<file path="config.mk">
export PLATFORM = sky130hd
export DESIGN_NAME = ssr_shift_register
export DESIGN_NICKNAME = d
export VERILOG_FILES = /design/src/design/ssr_shift_register.v
export VERILOG_INCLUDE_DIRS = /design/src /design/src/design
export SDC_FILE = /design/constraint.sdc
export NUM_CORES = 1
export LEC_CHECK = 0
export BUFFER_PORTS_ARGS = -buffer_cell sky130_fd_sc_hd__buf_2
export CAP_MARGIN = 15
export CORE_ASPECT_RATIO = 0.6
export CORE_MARGIN = 8
export CORE_UTILIZATION = 35
export DETAILED_ROUTE_END_ITERATION = 12
export GPL_TIMING_DRIVEN = 0
export PLACE_DENSITY = 0.55
export SETUP_SLACK_MARGIN = 0.3
export SYNTH_ARGS = -nofsm -noshare
export SYNTH_HDL_FRONTEND = slang
export SYNTH_SLANG_ARGS = --single-unit
</file>
<file path="constraint.sdc">
create_clock -name sys_clk -period 2.45 [get_ports sys_clk]
set_input_delay 0.49 -clock sys_clk [delete_from_list [all_inputs] [get_ports sys_clk]]
set_output_delay 0.49 -clock sys_clk [all_outputs]
set_load 0.02 [all_outputs]
</file>
<file path="src/design/ssr_regs.vh">
// Constants for the 64-stage static shift register.
`ifndef SSR_REGS_VH
`define SSR_REGS_VH
// =====================================================
// Geometry
`define SSR_STAGES 64
`define SSR_LAST 63
`define SSR_SYNC_DEPTH 3
`define SSR_BUF_DEPTH 2
// =====================================================
// Select encoding
`define SSR_SEL_A 1'h0
`define SSR_SEL_B 1'h1
`endif

</file>
<file path="src/design/ssr_shift_register.v">
// Serial shift register core with pin synchronisers and a two-entry spill buffer.
`timescale 1ns/1ps
`include "ssr_regs.vh"

module ssr_shift_register
(
   input wire sys_clk,
   input wire rst_n,
   input wire shift_clock,
   input wire serial_in_a,
   input wire serial_in_b,
   input wire select,
   output reg buffered_clock_out,
   output wire last_stage_out,
   output reg last_stage_out_n,
   output wire shift_ready,
   output wire spill_valid,
   output wire spill_data,
   input wire spill_ready
);

   // =====================================================
   // Pin synchronisers
   // Each pin passes three flip-flops; a level change is accepted only
   // once the second and third agree, which rejects a one-sample glitch.
   reg [`SSR_SYNC_DEPTH-1:0] clk_sync_q;
   reg [`SSR_SYNC_DEPTH-1:0] a_sync_q;
   reg [`SSR_SYNC_DEPTH-1:0] b_sync_q;
   reg [`SSR_SYNC_DEPTH-1:0] sel_sync_q;
   reg clk_lvl_q;
   reg a_lvl_q;
   reg b_lvl_q;
   reg sel_lvl_q;

   function agreed;
      input [`SSR_SYNC_DEPTH-1:0] sync;
      input old_lvl;
      begin
         agreed = (sync[1] == sync[2]) ? sync[2] : old_lvl;
      end
   endfunction

   always @(posedge sys_clk or negedge rst_n)
   begin
      if (!rst_n)
      begin
         clk_sync_q <= 3'h0;
         clk_lvl_q <= 1'h0;
      end
      else
      begin
         clk_sync_q <= {clk_sync_q[1:0], shift_clock};
         clk_lvl_q <= agreed(clk_sync_q, clk_lvl_q);
      end
   end

   always @(posedge sys_clk or negedge rst_n)
   begin
      if (!rst_n)
      begin
         a_sync_q <= 3'h0;
         a_lvl_q <= 1'h0;
      end
      else
      begin
         a_sync_q <= {a_sync_q[1:0], serial_in_a};
         a_lvl_q <= agreed(a_sync_q, a_lvl_q);
      end
   end

   always @(posedge sys_clk or negedge rst_n)
   begin
      if (!rst_n)
      begin
         b_sync_q <= 3'h0;
         b_lvl_q <= 1'h0;
      end
      else
      begin
         b_sync_q <= {b_sync_q[1:0], serial_in_b};
         b_lvl_q <= agreed(b_sync_q, b_lvl_q);
      end
   end

   always @(posedge sys_clk or negedge rst_n)
   begin
      if (!rst_n)
      begin
         sel_sync_q <= 3'h0;
         sel_lvl_q <= 1'h0;
      end
      else
      begin
         sel_sync_q <= {sel_sync_q[1:0], select};
         sel_lvl_q <= agreed(sel_sync_q, sel_lvl_q);
      end
   end

   // =====================================================
   // Shift control
   wire clk_next;
   wire clk_rise;
   assign clk_next = agreed(clk_sync_q, clk_lvl_q);
   // Data and select are taken from their accepted levels, one cycle behind
   // the clock's, so a level that met the pin setup window is already
   // settled when the edge is accepted.
   assign clk_rise = clk_next & ~clk_lvl_q;

   // =====================================================
   // Buffered clock output
   // The copy follows the accepted level, so it lags the pin by the synchroniser.
   always @(posedge sys_clk or negedge rst_n)
   begin
      if (!rst_n)
         buffered_clock_out <= 1'h0;
      else
         buffered_clock_out <= clk_next;
   end

   // =====================================================
   // Spill buffer
   // The bit leaving the last stage on each shift is offered downstream.
   // When both entries are held and no pop happens, a shift is refused rather than losing the
   // bit; shift_ready low tells the clock source to wait.
   // The buffer never drops a bit; a refused edge is lost instead.
   reg [`SSR_BUF_DEPTH-1:0] buf_data_q;
   reg [1:0] buf_count_q;
   reg [`SSR_STAGES-1:0] chain_q;
   wire buf_full;
   wire do_shift;
   wire pop;

   assign buf_full = (buf_count_q == 2'h2);
   assign shift_ready = ~buf_full;
   assign spill_valid = (buf_count_q != 2'h0);
   assign spill_data = buf_data_q[0];
   assign pop = spill_valid & spill_ready;
   assign do_shift = clk_rise & (~buf_full | pop);

   // The count alone decides fullness, so it is kept apart from the data
   // slots and feeds the handshake outputs directly.
   always @(posedge sys_clk or negedge rst_n)
   begin
      if (!rst_n)
         buf_count_q <= 2'h0;
      else
      begin
         case ({do_shift, pop})
            2'b10:
               buf_count_q <= buf_count_q + 2'h1;
            2'b01:
               buf_count_q <= buf_count_q - 2'h1;
            default:
               buf_count_q <= buf_count_q;
         endcase
      end
   end

   always @(posedge sys_clk or negedge rst_n)
   begin
      if (!rst_n)
         buf_data_q <= 2'h0;
      else
      begin
         case ({do_shift, pop})
            2'b10:
               buf_data_q[buf_count_q[0]] <= chain_q[`SSR_LAST];
            2'b01:
               buf_data_q <= {1'h0, buf_data_q[1]};
            // Pop and shift together: the second entry moves up and the new
            // bit lands behind it; with one entry the new bit becomes the head.
            2'b11:
            begin
               if (buf_count_q == 2'h1)
                  buf_data_q <= {1'h0, chain_q[`SSR_LAST]};
               else
                  buf_data_q <= {chain_q[`SSR_LAST], buf_data_q[1]};
            end
            default:
               buf_data_q <= buf_data_q;
         endcase
      end
   end

   // =====================================================
   // Shift chain
   // The stages carry no reset so the chain maps onto plain storage; its
   // contents are unknown until a full 64 shifts have passed.
   wire in_bit;

   assign in_bit = (sel_lvl_q == `SSR_SEL_B) ? b_lvl_q : a_lvl_q;

   always @(posedge sys_clk)
   begin
      if (do_shift)
         chain_q <= {chain_q[`SSR_LAST-1:0], in_bit};
      else
         chain_q <= chain_q;
   end

   // =====================================================
   // Outputs from the last stage
   assign last_stage_out = chain_q[`SSR_LAST];

   // The inverse is its own flop, loaded with the bit that enters the last
   // stage, so both outputs change on the same edge.
   always @(posedge sys_clk)
   begin
      if (do_shift)
         last_stage_out_n <= ~chain_q[`SSR_LAST-1];
   end

endmodule // ssr_shift_register

</file>
# Yosys cells after proc, flatten, opt, wreduce, memory -nomap -nowiden
# Cells that the tools add are included.
totals:
  in_bits: 7
  register_bits: 85
classes:
  reduce_logical: 4
  bitwise: 7
  add_sub_neg: 2
  n_eq_ne: 9
  magnitude_cmp: 2
  mux: 8
op_table:
  columns: ["cell", "count"]
  rows:
  - ["$eq A2 B2 Y1 const B", 3]
  - ["$pmux W2 S3", 1]
  - ["$eq A1 B1 Y1", 4]
  - ["$eq A2 B1 Y1 const B", 2]
  - ["$pmux W2 S2", 1]
  - ["$reduce_bool A2 Y1", 2]
  - ["$and A1 B1 Y1", 3]
  - ["$mux W1", 3]
  - ["$not A1 Y1", 3]
  - ["$reduce_bool A3 Y1", 1]
  - ["$add A2 B1 Y2 const B", 1]
  - ["$bwmux W2", 1]
  - ["$lt A1 B2 Y1 const B", 1]
  - ["$mux W2", 1]
  - ["$sub A2 B1 Y2 const B", 1]
  - ["$demux W1 S1", 1]
  - ["$ge A1 B1 Y1 const B", 1]
  - ["$logic_and A1 B1 Y1", 1]
  - ["$or A1 B1 Y1", 1]

# Longest topological paths before layout
# Gate-level depths: netlist of the first run.
depth:
  depth_word: 6
  ltp_mapped: 10
  mapped_depth_nobuf: 10

# Worst setup path after synthesis of the first run
# Ideal clock, no wire load.
synth_timing:
  path_kind: "flip-flop to flip-flop"
  startpoint: "register buf_count_q[0]"
  endpoint: "register chain_q[0] (enable)"
  path_slack_ns: 0.163
  setup_ns: 0.394
  period_less_slack_ns: 2.287
  t_required_ns: 2.056
  path_stages_with_launch: 7
  arrival_time_ns: 1.892
  path_buffers: 0
  path_cell_list: "dfrtp_1 inv_1 ha_1 nor2b_2 inv_2 nand2_1 and2_2"
synth_between:
  elab_chain_len: 4
synth_lines:
  columns: ["element", "line_no", "source"]
  rows:
  - ["from (decl)", "ssr_shift_register.v:127", "reg [1:0] buf_count_q;"]
  - ["from (signal assigned)", "ssr_shift_register.v:150", "buf_count_q <= buf_count_q + 2'h1;"]
  - ["from (signal assigned)", "ssr_shift_register.v:152", "buf_count_q <= buf_count_q - 2'h1;"]
  - ["from (signal assigned)", "ssr_shift_register.v:154", "buf_count_q <= buf_count_q;"]
  - ["$reduce_bool A2 Y1 / $eq A2 B2 Y1 (equally long branches)", "ssr_shift_register.v:135, ssr_shift_register.v:133", null]
  - ["$and A1 B1 Y1 / $not A1 Y1 (equally long branches)", "ssr_shift_register.v:137, ssr_shift_register.v:138", null]
  - ["$or A1 B1 Y1 *", "ssr_shift_register.v:138", "assign do_shift = clk_rise & (~buf_full | pop);"]
  - ["$and A1 B1 Y1 *", "ssr_shift_register.v:138", null]
  - ["via do_shift", "ssr_shift_register.v:130", "wire do_shift;"]
  - ["to (signal assigned)", "ssr_shift_register.v:196", "chain_q <= {chain_q[`SSR_LAST-1:0], in_bit};"]
  - ["to (signal assigned)", "ssr_shift_register.v:198", "chain_q <= chain_q;"]
  - ["to (decl)", "ssr_shift_register.v:128", "reg [`SSR_STAGES-1:0] chain_q;"]
# The timed path passes the listed nets; every way through them passes the cells marked *.
# A chain may end at the register's enable or synchronous reset.

==> results of run 1 <==
==> per-stage QoR <==
| step | total power [uW] | std cells |
|---|---|---|
| after global placement | 2040 | 243 |
| after global routing | 3500 | 262 |
| after floorplan | 1970 | 123 |
| after CTS | 3390 | 260 |
| final | 3370 | 262 |
| after detailed placement | 2090 | 243 |
==> area by class of cell <==
class | count | area [um^2] | share of cell area [%]
clock buffer | 11 | 254 | 7.85
clock inverter | 5 | 31.3 | 0.967
multi-input combinational | 31 | 256 | 7.93
timing repair buffer | 14 | 75.1 | 2.32
sequential | 85 | 2450 | 75.8
tap | 108 | 135 | 4.18
inverter | 8 | 30.0 | 0.928
==> final timing paths <==
kind                           startpoint                    endpoint  slack [ns]  cells after the start
min in group sys_clk               select               sel_sync_q[0]        0.26                      1
hold / removal                      rst_n                   sel_lvl_q        0.09                      1
setup reg to reg           buf_count_q[0]                    register        0.45                      9
hold reg to reg             sel_sync_q[0]               sel_sync_q[1]        0.35                      0
setup / recovery           buf_count_q[0]                    register        0.45                      9
max in group asynchronous           rst_n  asynchronous set/reset pin        2.04                      1
==> repair_timing <==
action,in CTS,in global routing
setup endpoints to repair,65,34
cloned,1,0
hold endpoints to repair,0,0
pin swaps,1,0
setup buffers,0,2
hold buffers,0,0
gates resized for setup,1,0
==> routing by layer <==
| metal | part of all wire, % | GRT usage, % | routed length, um | vias up |
|---|---|---|---|---|
| li1 | - | - | - | 516 |
| met1 | 50 | 10.4 | 1950 | 556 |
| met2 | 44 | 10.5 | 1700 | 14 |
| met3 | 5.0 | 5.12 | 194 | 7 |
| met4 | 1.1 | 3.77 | 44 | 0 |
| met5 | 0 | 0 | 0 | - |
==> cells in the final DEF (no fill, tap or decap), types with 2 or more instances in the layout <==
cell                        Yosys  routed
sky130_fd_sc_hd__and2_4         0       2
sky130_fd_sc_hd__edfxtp_1      65      65
sky130_fd_sc_hd__maj3_1         4       4
sky130_fd_sc_hd__clkinv_2       0       2
sky130_fd_sc_hd__ha_1           4       4
sky130_fd_sc_hd__inv_1          7       7
sky130_fd_sc_hd__buf_4          0       2
sky130_fd_sc_hd__nor2_1         2       2
sky130_fd_sc_hd__dfrtp_1       20      20
sky130_fd_sc_hd__inv_4          0       2
sky130_fd_sc_hd__clkbuf_16      0      10
sky130_fd_sc_hd__nand2_1        2       2
sky130_fd_sc_hd__buf_2          0      12
==> sequential cells by signal (all words and copies together), names as in the netlist, named ones only <==
signal and count:
chain_q 64, a_sync_q 3, b_sync_q 3, clk_sync_q 3, sel_sync_q 3, buf_count_q 2
a_lvl_q 1, b_lvl_q 1, buffered_clock_out 1, last_stage_out_n 1, sel_lvl_q 1
==> logic make-up after synthesis <==
logic type / Yosys count / synth area share [%]
AOI/OAI and AO/OA: 7 / 1.74
and+or+nand+nor: 12 / 2.89
xor gates and xnor gates: 1 / 0.321
adders and majority gates: 8 / 3.30
buffers and inverters: 8 / 1.10
DFF: 85 / 89.9
muxes: 2 / 0.779
==> power by group <==
part / internal (uW) / total [uW] / switching (uW) / leakage, uW
Sequential: 1670 / 1720 / 48.4 / 0.000781
Combinational: 140 / 366 / 226 / 0.000194
Clock: 747 / 1280 / 534 / 0.000145
Total: 2560 / 3370 / 809 / 0.00112
==> impl_metrics.csv, run 1 <==
group,metric,value,unit
clock_network,htreeDepth,3,
floorplanning,std_cell_rows,25,
synthesis,cells_after_synth,123,
worst_setup_path,timing.critical_path.to_type,"register",
cells_and_area,filler_cell_count,671,
cells_and_area,final_util,41.9,%
synthesis,syn-cell-area,2730,um^2
routing,drt_iter0_drc,93,
clock_network,clkSlewWorstSetupHoldPaths,0.06,ns
routing,wirelength,3890,um
timing,worst_path_setup_slack_after_routing,0.454,ns
synthesis,synth_top_cells_by_area,"sky130_fd_sc_hd__edfxtp_1, sky130_fd_sc_hd__dfrtp_1, sky130_fd_sc_hd__ha_1, sky130_fd_sc_hd__maj3_1, sky130_fd_sc_hd__inv_1",
worst_setup_path,worstPathCellList,"inv_1 > ha_1 > nor2b_2 > inv_2 > nand2_1 > nand2_1 > ha_1 > nor4_1 > a211oi_1",
global_routing,globalRoute.totalOverflow,0,
place,placement.io_buffers,12,
floorplanning,design.core.area,7730,um^2
clock_network,cts_inserted_buffers,9,
global_routing,initial_antenna_violation_count,0,
routing,num_vias,1093,
synthesis,syn_area_per_cell,22.2,um^2
timing,unrepaired_setup_endpoints_after_global_routing,"false",
place,place_ws,0.193,ns
synthesis,number_of_synthesized_register_bits,85,
cells_and_area,design_area,3230,um^2
global_routing,maximum_number_of_pins_on_one_net_before_global_route_repair,34,
clock_network,cts-root-buf,"sky130_fd_sc_hd__clkbuf_16",
synthesis,synth_top_cells_by_count,"sky130_fd_sc_hd__edfxtp_1, sky130_fd_sc_hd__dfrtp_1, sky130_fd_sc_hd__inv_1",
synthesis,synthDominantCellAreaShare,71.5,%
worst_hold_path,hold_class,"in2async",
routing,drt_drc_violations_left,0,
synthesis,synth_most_common_cell,"sky130_fd_sc_hd__edfxtp_1",
synthesis,edff_count_synth,65,
floorplanning,die_footprint,11000,um^2
timing,finalClockSkew,0.00688,ns
worst_setup_path,cp_data_arrival_time,2.20,ns
place,place.gp.congestion,0.759,
clock_network,cts.sink_count,85,
routing,route.detailed.vias_per_inst,4.17,
place,dpl.hpwl,2060,um
global_routing,grt_use_total,8.17,%
worst_setup_path,crit_path_max_fanout,7,
worst_setup_path,timing.critical_path.slowest_cell_delay,0.37,ns
worst_setup_path,critical_path.n_buffers_inverters,2,
power,p_leak,0.00112,uW
clock_network,clkLatencyLatePin,0.34,ns
routing,wire_per_inst,14.8,um
synthesis,ys_seq_area_share,89.9,%
timing,post-route-period-util,81.5,%
synthesis,postSynth.asyncResetShare,23.5,%
global_routing,first_global_vias,1187,
cells_and_area,area_growth,18.5,%
timing,hold_violations,0,
worst_setup_path,worst_setup_path_start_kind,"register",
timing,report.final.slew_viol_count,0,
synthesis,netlist.top_cell.by_area,"sky130_fd_sc_hd__edfxtp_1",
worst_setup_path,timing.critical_path.slowest_stage_cell,"sky130_fd_sc_hd__dfrtp_1",
power,power-per-cell-area,1040,nW/um^2
global_routing,grt_pass1_wl,6420,um
place,detailed_place.area,2930,um^2
synthesis,synth_fp_nets,134,
timing,holdWs,0.0933,ns
run,max-cap-violations,0,
timing,total_of_endpoints_with_negative_setup_slack_in_the_final_report,0,
synthesis,warnings_synthesis,0,
clock_network,clockBufferDepth,2,
synthesis,ys_dominant_reg_cell,"sky130_fd_sc_hd__edfxtp_1",
floorplanning,ios,13,
clock_network,cts_tree,"yes",
worst_setup_path,timing.setup.critical_path_class,"reg2reg",
cells_and_area,final_layout_size_suffix_gt1_share,22.7,%
worst_setup_path,worst-endpoint-required,2.65,ns
floorplanning,starting_density_of_the_core,35.3,%
synthesis,synth_cell_types,26,
timing,fmaxAchievable,501,MHz
timing,tightestPinTransition,0.454,ns
timing,min_period,2.00,ns
routing,antenna_violating_nets_left,0,
worst_setup_path,path_delay_family,"simple AND/OR/NAND/NOR gates",
power,peakVddDrop,0.651,mV
floorplanning,dieHeight,84.4,um
floorplanning,floorplan.die.width,130,um
cells_and_area,layout.nets,160,
cells_and_area,num_antenna_cells,0,
status,status,"finished, final reports clean",
timing,setup_tns,0,ns
routing,drt_first_pass_iters,4,
timing,worst_slew_margin_rel,69.7,%
Note: power is estimated with default switching activity, not from simulation.
==> inputs of run 2 (changes only) <==
- PLACE_DENSITY: 0.55 -> 0.53
- clock period: 2.45 -> 2.1 ns (I/O delays scaled with it)
==> run 2 against run 1 <==
  * Register-to-register slack worse by 0.12 ns
  * Die area did not move
  * Via count rose by 2.8%
  * Global-route usage down 0.33 points
  * Combinational power increased by 33%
  * Routed wire length down 4.5%
  * Critical path type unchanged
  * Largest power group unchanged
==> impl_metrics.csv, run 2 (synthesis gave the netlist of run 1 again) <==
group,metric,value,unit
power,seqPwrFrac,48.8,%
worst_setup_path,crit_path_max_fanout,33,
power,power,4110,uW
cells_and_area,filler_cell_count,661,
run,max-cap-violations,0,
floorplanning,starting_density_of_the_core,35.3,%
floorplanning,die_footprint,11000,um^2
global_routing,grt_use_total,7.84,%
place,dpl.hpwl,1970,um
routing,num_vias,1124,
clock_network,htreeDepth,3,
worst_setup_path,worstPathCellList,"inv_1 > ha_4 > nor2b_4 > inv_2 > nand2_2 > and2_4",
cells_and_area,final_layout_size_suffix_gt1_share,26.0,%
cells_and_area,most-common-layout-cells,"sky130_fd_sc_hd__edfxtp_1, sky130_fd_sc_hd__dfrtp_1, sky130_fd_sc_hd__buf_2, sky130_fd_sc_hd__clkbuf_16, sky130_fd_sc_hd__inv_1",
worst_setup_path,r2r_end,"chain_q[45]",
timing,hold_violations,0,
timing,setup_tns,0,ns
place,detailed_place.area,2950,um^2
cells_and_area,number_of_flip_flops_in_the_largest_register,64,
timing,report.final.slew_viol_count,0,
routing,antenna_violating_nets_left,0,
global_routing,grt_pass1_wl,6220,um
cells_and_area,layout.area.seq,2450,um^2
timing,fmaxAchievable,565,MHz
global_routing,maximum_number_of_pins_on_one_net_before_global_route_repair,34,
floorplanning,ios,13,
place,place.gp.congestion,0.791,
clock_network,clkLatencyLatePin,0.34,ns
worst_setup_path,worst_setup_path_start_kind,"register",
worst_setup_path,timing.critical_path.to_type,"register",
worst_setup_path,cp_data_arrival_time,1.75,ns
timing,finalClockSkew,0.00768,ns
clock_network,clockBufferDepth,2,
timing,worst_slew_margin_rel,69.3,%
routing,drt_first_pass_iters,4,
cells_and_area,most_frequent_standard_cell_in_the_layout_excluding_fill_and_tap_cells,"sky130_fd_sc_hd__edfxtp_1",
timing,unrepaired_setup_endpoints_after_global_routing,"true",
worst_setup_path,timing.critical_path.from,"buf_count_q[1]",
floorplanning,floorplan.die.width,130,um
power,combinational_share_of_power,11.8,%
worst_setup_path,critical_path.endpoint,"chain_q[45]",
global_routing,initial_antenna_violation_count,0,
clock_network,cts-root-buf,"sky130_fd_sc_hd__clkbuf_16",
clock_network,cts_inserted_buffers,9,
global_routing,first_global_vias,1172,
worst_setup_path,reg2reg_depth,6,
power,p_int,3180,uW
floorplanning,dieHeight,84.4,um
power,share_clk_of_total_power,39.4,%
cells_and_area,layout.nets,160,
cells_and_area,design_area,3290,um^2
cells_and_area,area_growth,20.7,%
cells_and_area,num_antenna_cells,0,
floorplanning,std_cell_rows,25,
power,p_sw_share,22.6,%
routing,drt_drc_violations_left,0,
clock_network,cts.sink_count,85,
worst_setup_path,timing.critical_path.slowest_cell_delay,0.42,ns
routing,wire_per_inst,14.2,um
power,p_leak,0.00113,uW
timing,post-route-period-util,84.3,%
status,status,"finished, final reports clean",
global_routing,globalRoute.totalOverflow,0,
cells_and_area,final_util,42.6,%
cells_and_area,largest_register,"chain_q",
worst_setup_path,timing.critical_path.slowest_stage_cell,"sky130_fd_sc_hd__and2_4",
worst_hold_path,hold_class,"in2async",
worst_setup_path,timing.setup.critical_path_class,"reg2reg",
timing,tightestPinTransition,0.461,ns
worst_setup_path,worst-endpoint-required,2.08,ns
power,power_switching,927,uW
clock_network,clkSlewWorstSetupHoldPaths,0.06,ns
timing,total_of_endpoints_with_negative_setup_slack_in_the_final_report,0,
routing,wirelength,3710,um
cells_and_area,multi_input_gate_area,293,um^2
routing,drt_iter0_drc,84,
floorplanning,design.core.area,7730,um^2
power,peakVddDrop,0.480,mV
clock_network,cts_tree,"yes",
place,placement.io_buffers,12,
timing,min_period,1.77,ns
power,power-per-cell-area,1250,nW/um^2
worst_setup_path,setup.reg_to_reg.worst_slack,0.33,ns
routing,route.detailed.vias_per_inst,4.29,
worst_setup_path,reg2reg_from,"buf_count_q[1]",
[run 2: area by class of cell]
class | instances | share of cell area [%]
repair buffers | 14 | 2.28
well taps | 108 | 4.10
multi-input cells | 31 | 8.89
clock buffers | 11 | 7.07
flip-flops and latches | 85 | 74.5
clock inverters | 5 | 2.28
inverters | 8 | 0.912
[run 2: stage by stage]
stage	hold slack [ns]	instances	worst slack, ns
after floorplan	0.124	123	0.282
after global placement	0.335	243	0.138
after detailed placement	0.337	243	0.0167
after CTS	0.0319	261	0.306
after global routing	0.0610	262	0.257
final	0.0308	262	0.330
[run 2: metal layers]
layer | share of wire, % | up-vias | wire, um | GRT usage [%]
met5 | 0 | - | 0 | 0
met4 | 3.6 | 0 | 133 | 6.08
met3 | 4.6 | 13 | 172 | 3.80
met2 | 44 | 25 | 1630 | 10.0
met1 | 48 | 571 | 1770 | 9.84
li1 | - | 515 | - | -
[run 2: critical path: cells and delay by family, from the launching register on]
| kind | cells | cell delay (ns) |
|---|---|---|
| buffers and inverters | 2 | 0.19 |
| flip-flops | 1 | 0.37 |
| adder cells (fa/ha/maj) | 1 | 0.18 |
| AND/OR/NAND/NOR | 3 | 0.66 |
[run 2: worst min path at each step]
stage	to	slack [ns]	cells after the start
finish	buf_count_q[0]	0.03	1
global route	b_lvl_q	0.06	1
CTS	buf_count_q[0]	0.03	1
detailed placement	a_sync_q[1]	0.34	0
global placement	sel_sync_q[1]	0.34	0
floorplan	asynchronous set/reset pin	0.12	0
[run 2: power groups by stage]
stage | sequential (uW) | clock, uW | combinational [uW]
6_report | 2010 | 1620 | 486
5_1_grt | 2020 | 1730 | 545
4_1_cts | 2010 | 1660 | 452
3_5_place_dp | 2050 | 0 | 419
3_3_place_gp | 2040 | 0 | 382
2_1_floorplan | 2050 | 0 | 292
[run 2: repair_timing]
item	CTS	global route
endpoints found under the setup margin	66	68
setup buffers	1	1
gates cloned	1	0
hold buffers	0	0
gates resized for setup	1	3
pin swaps	0	0
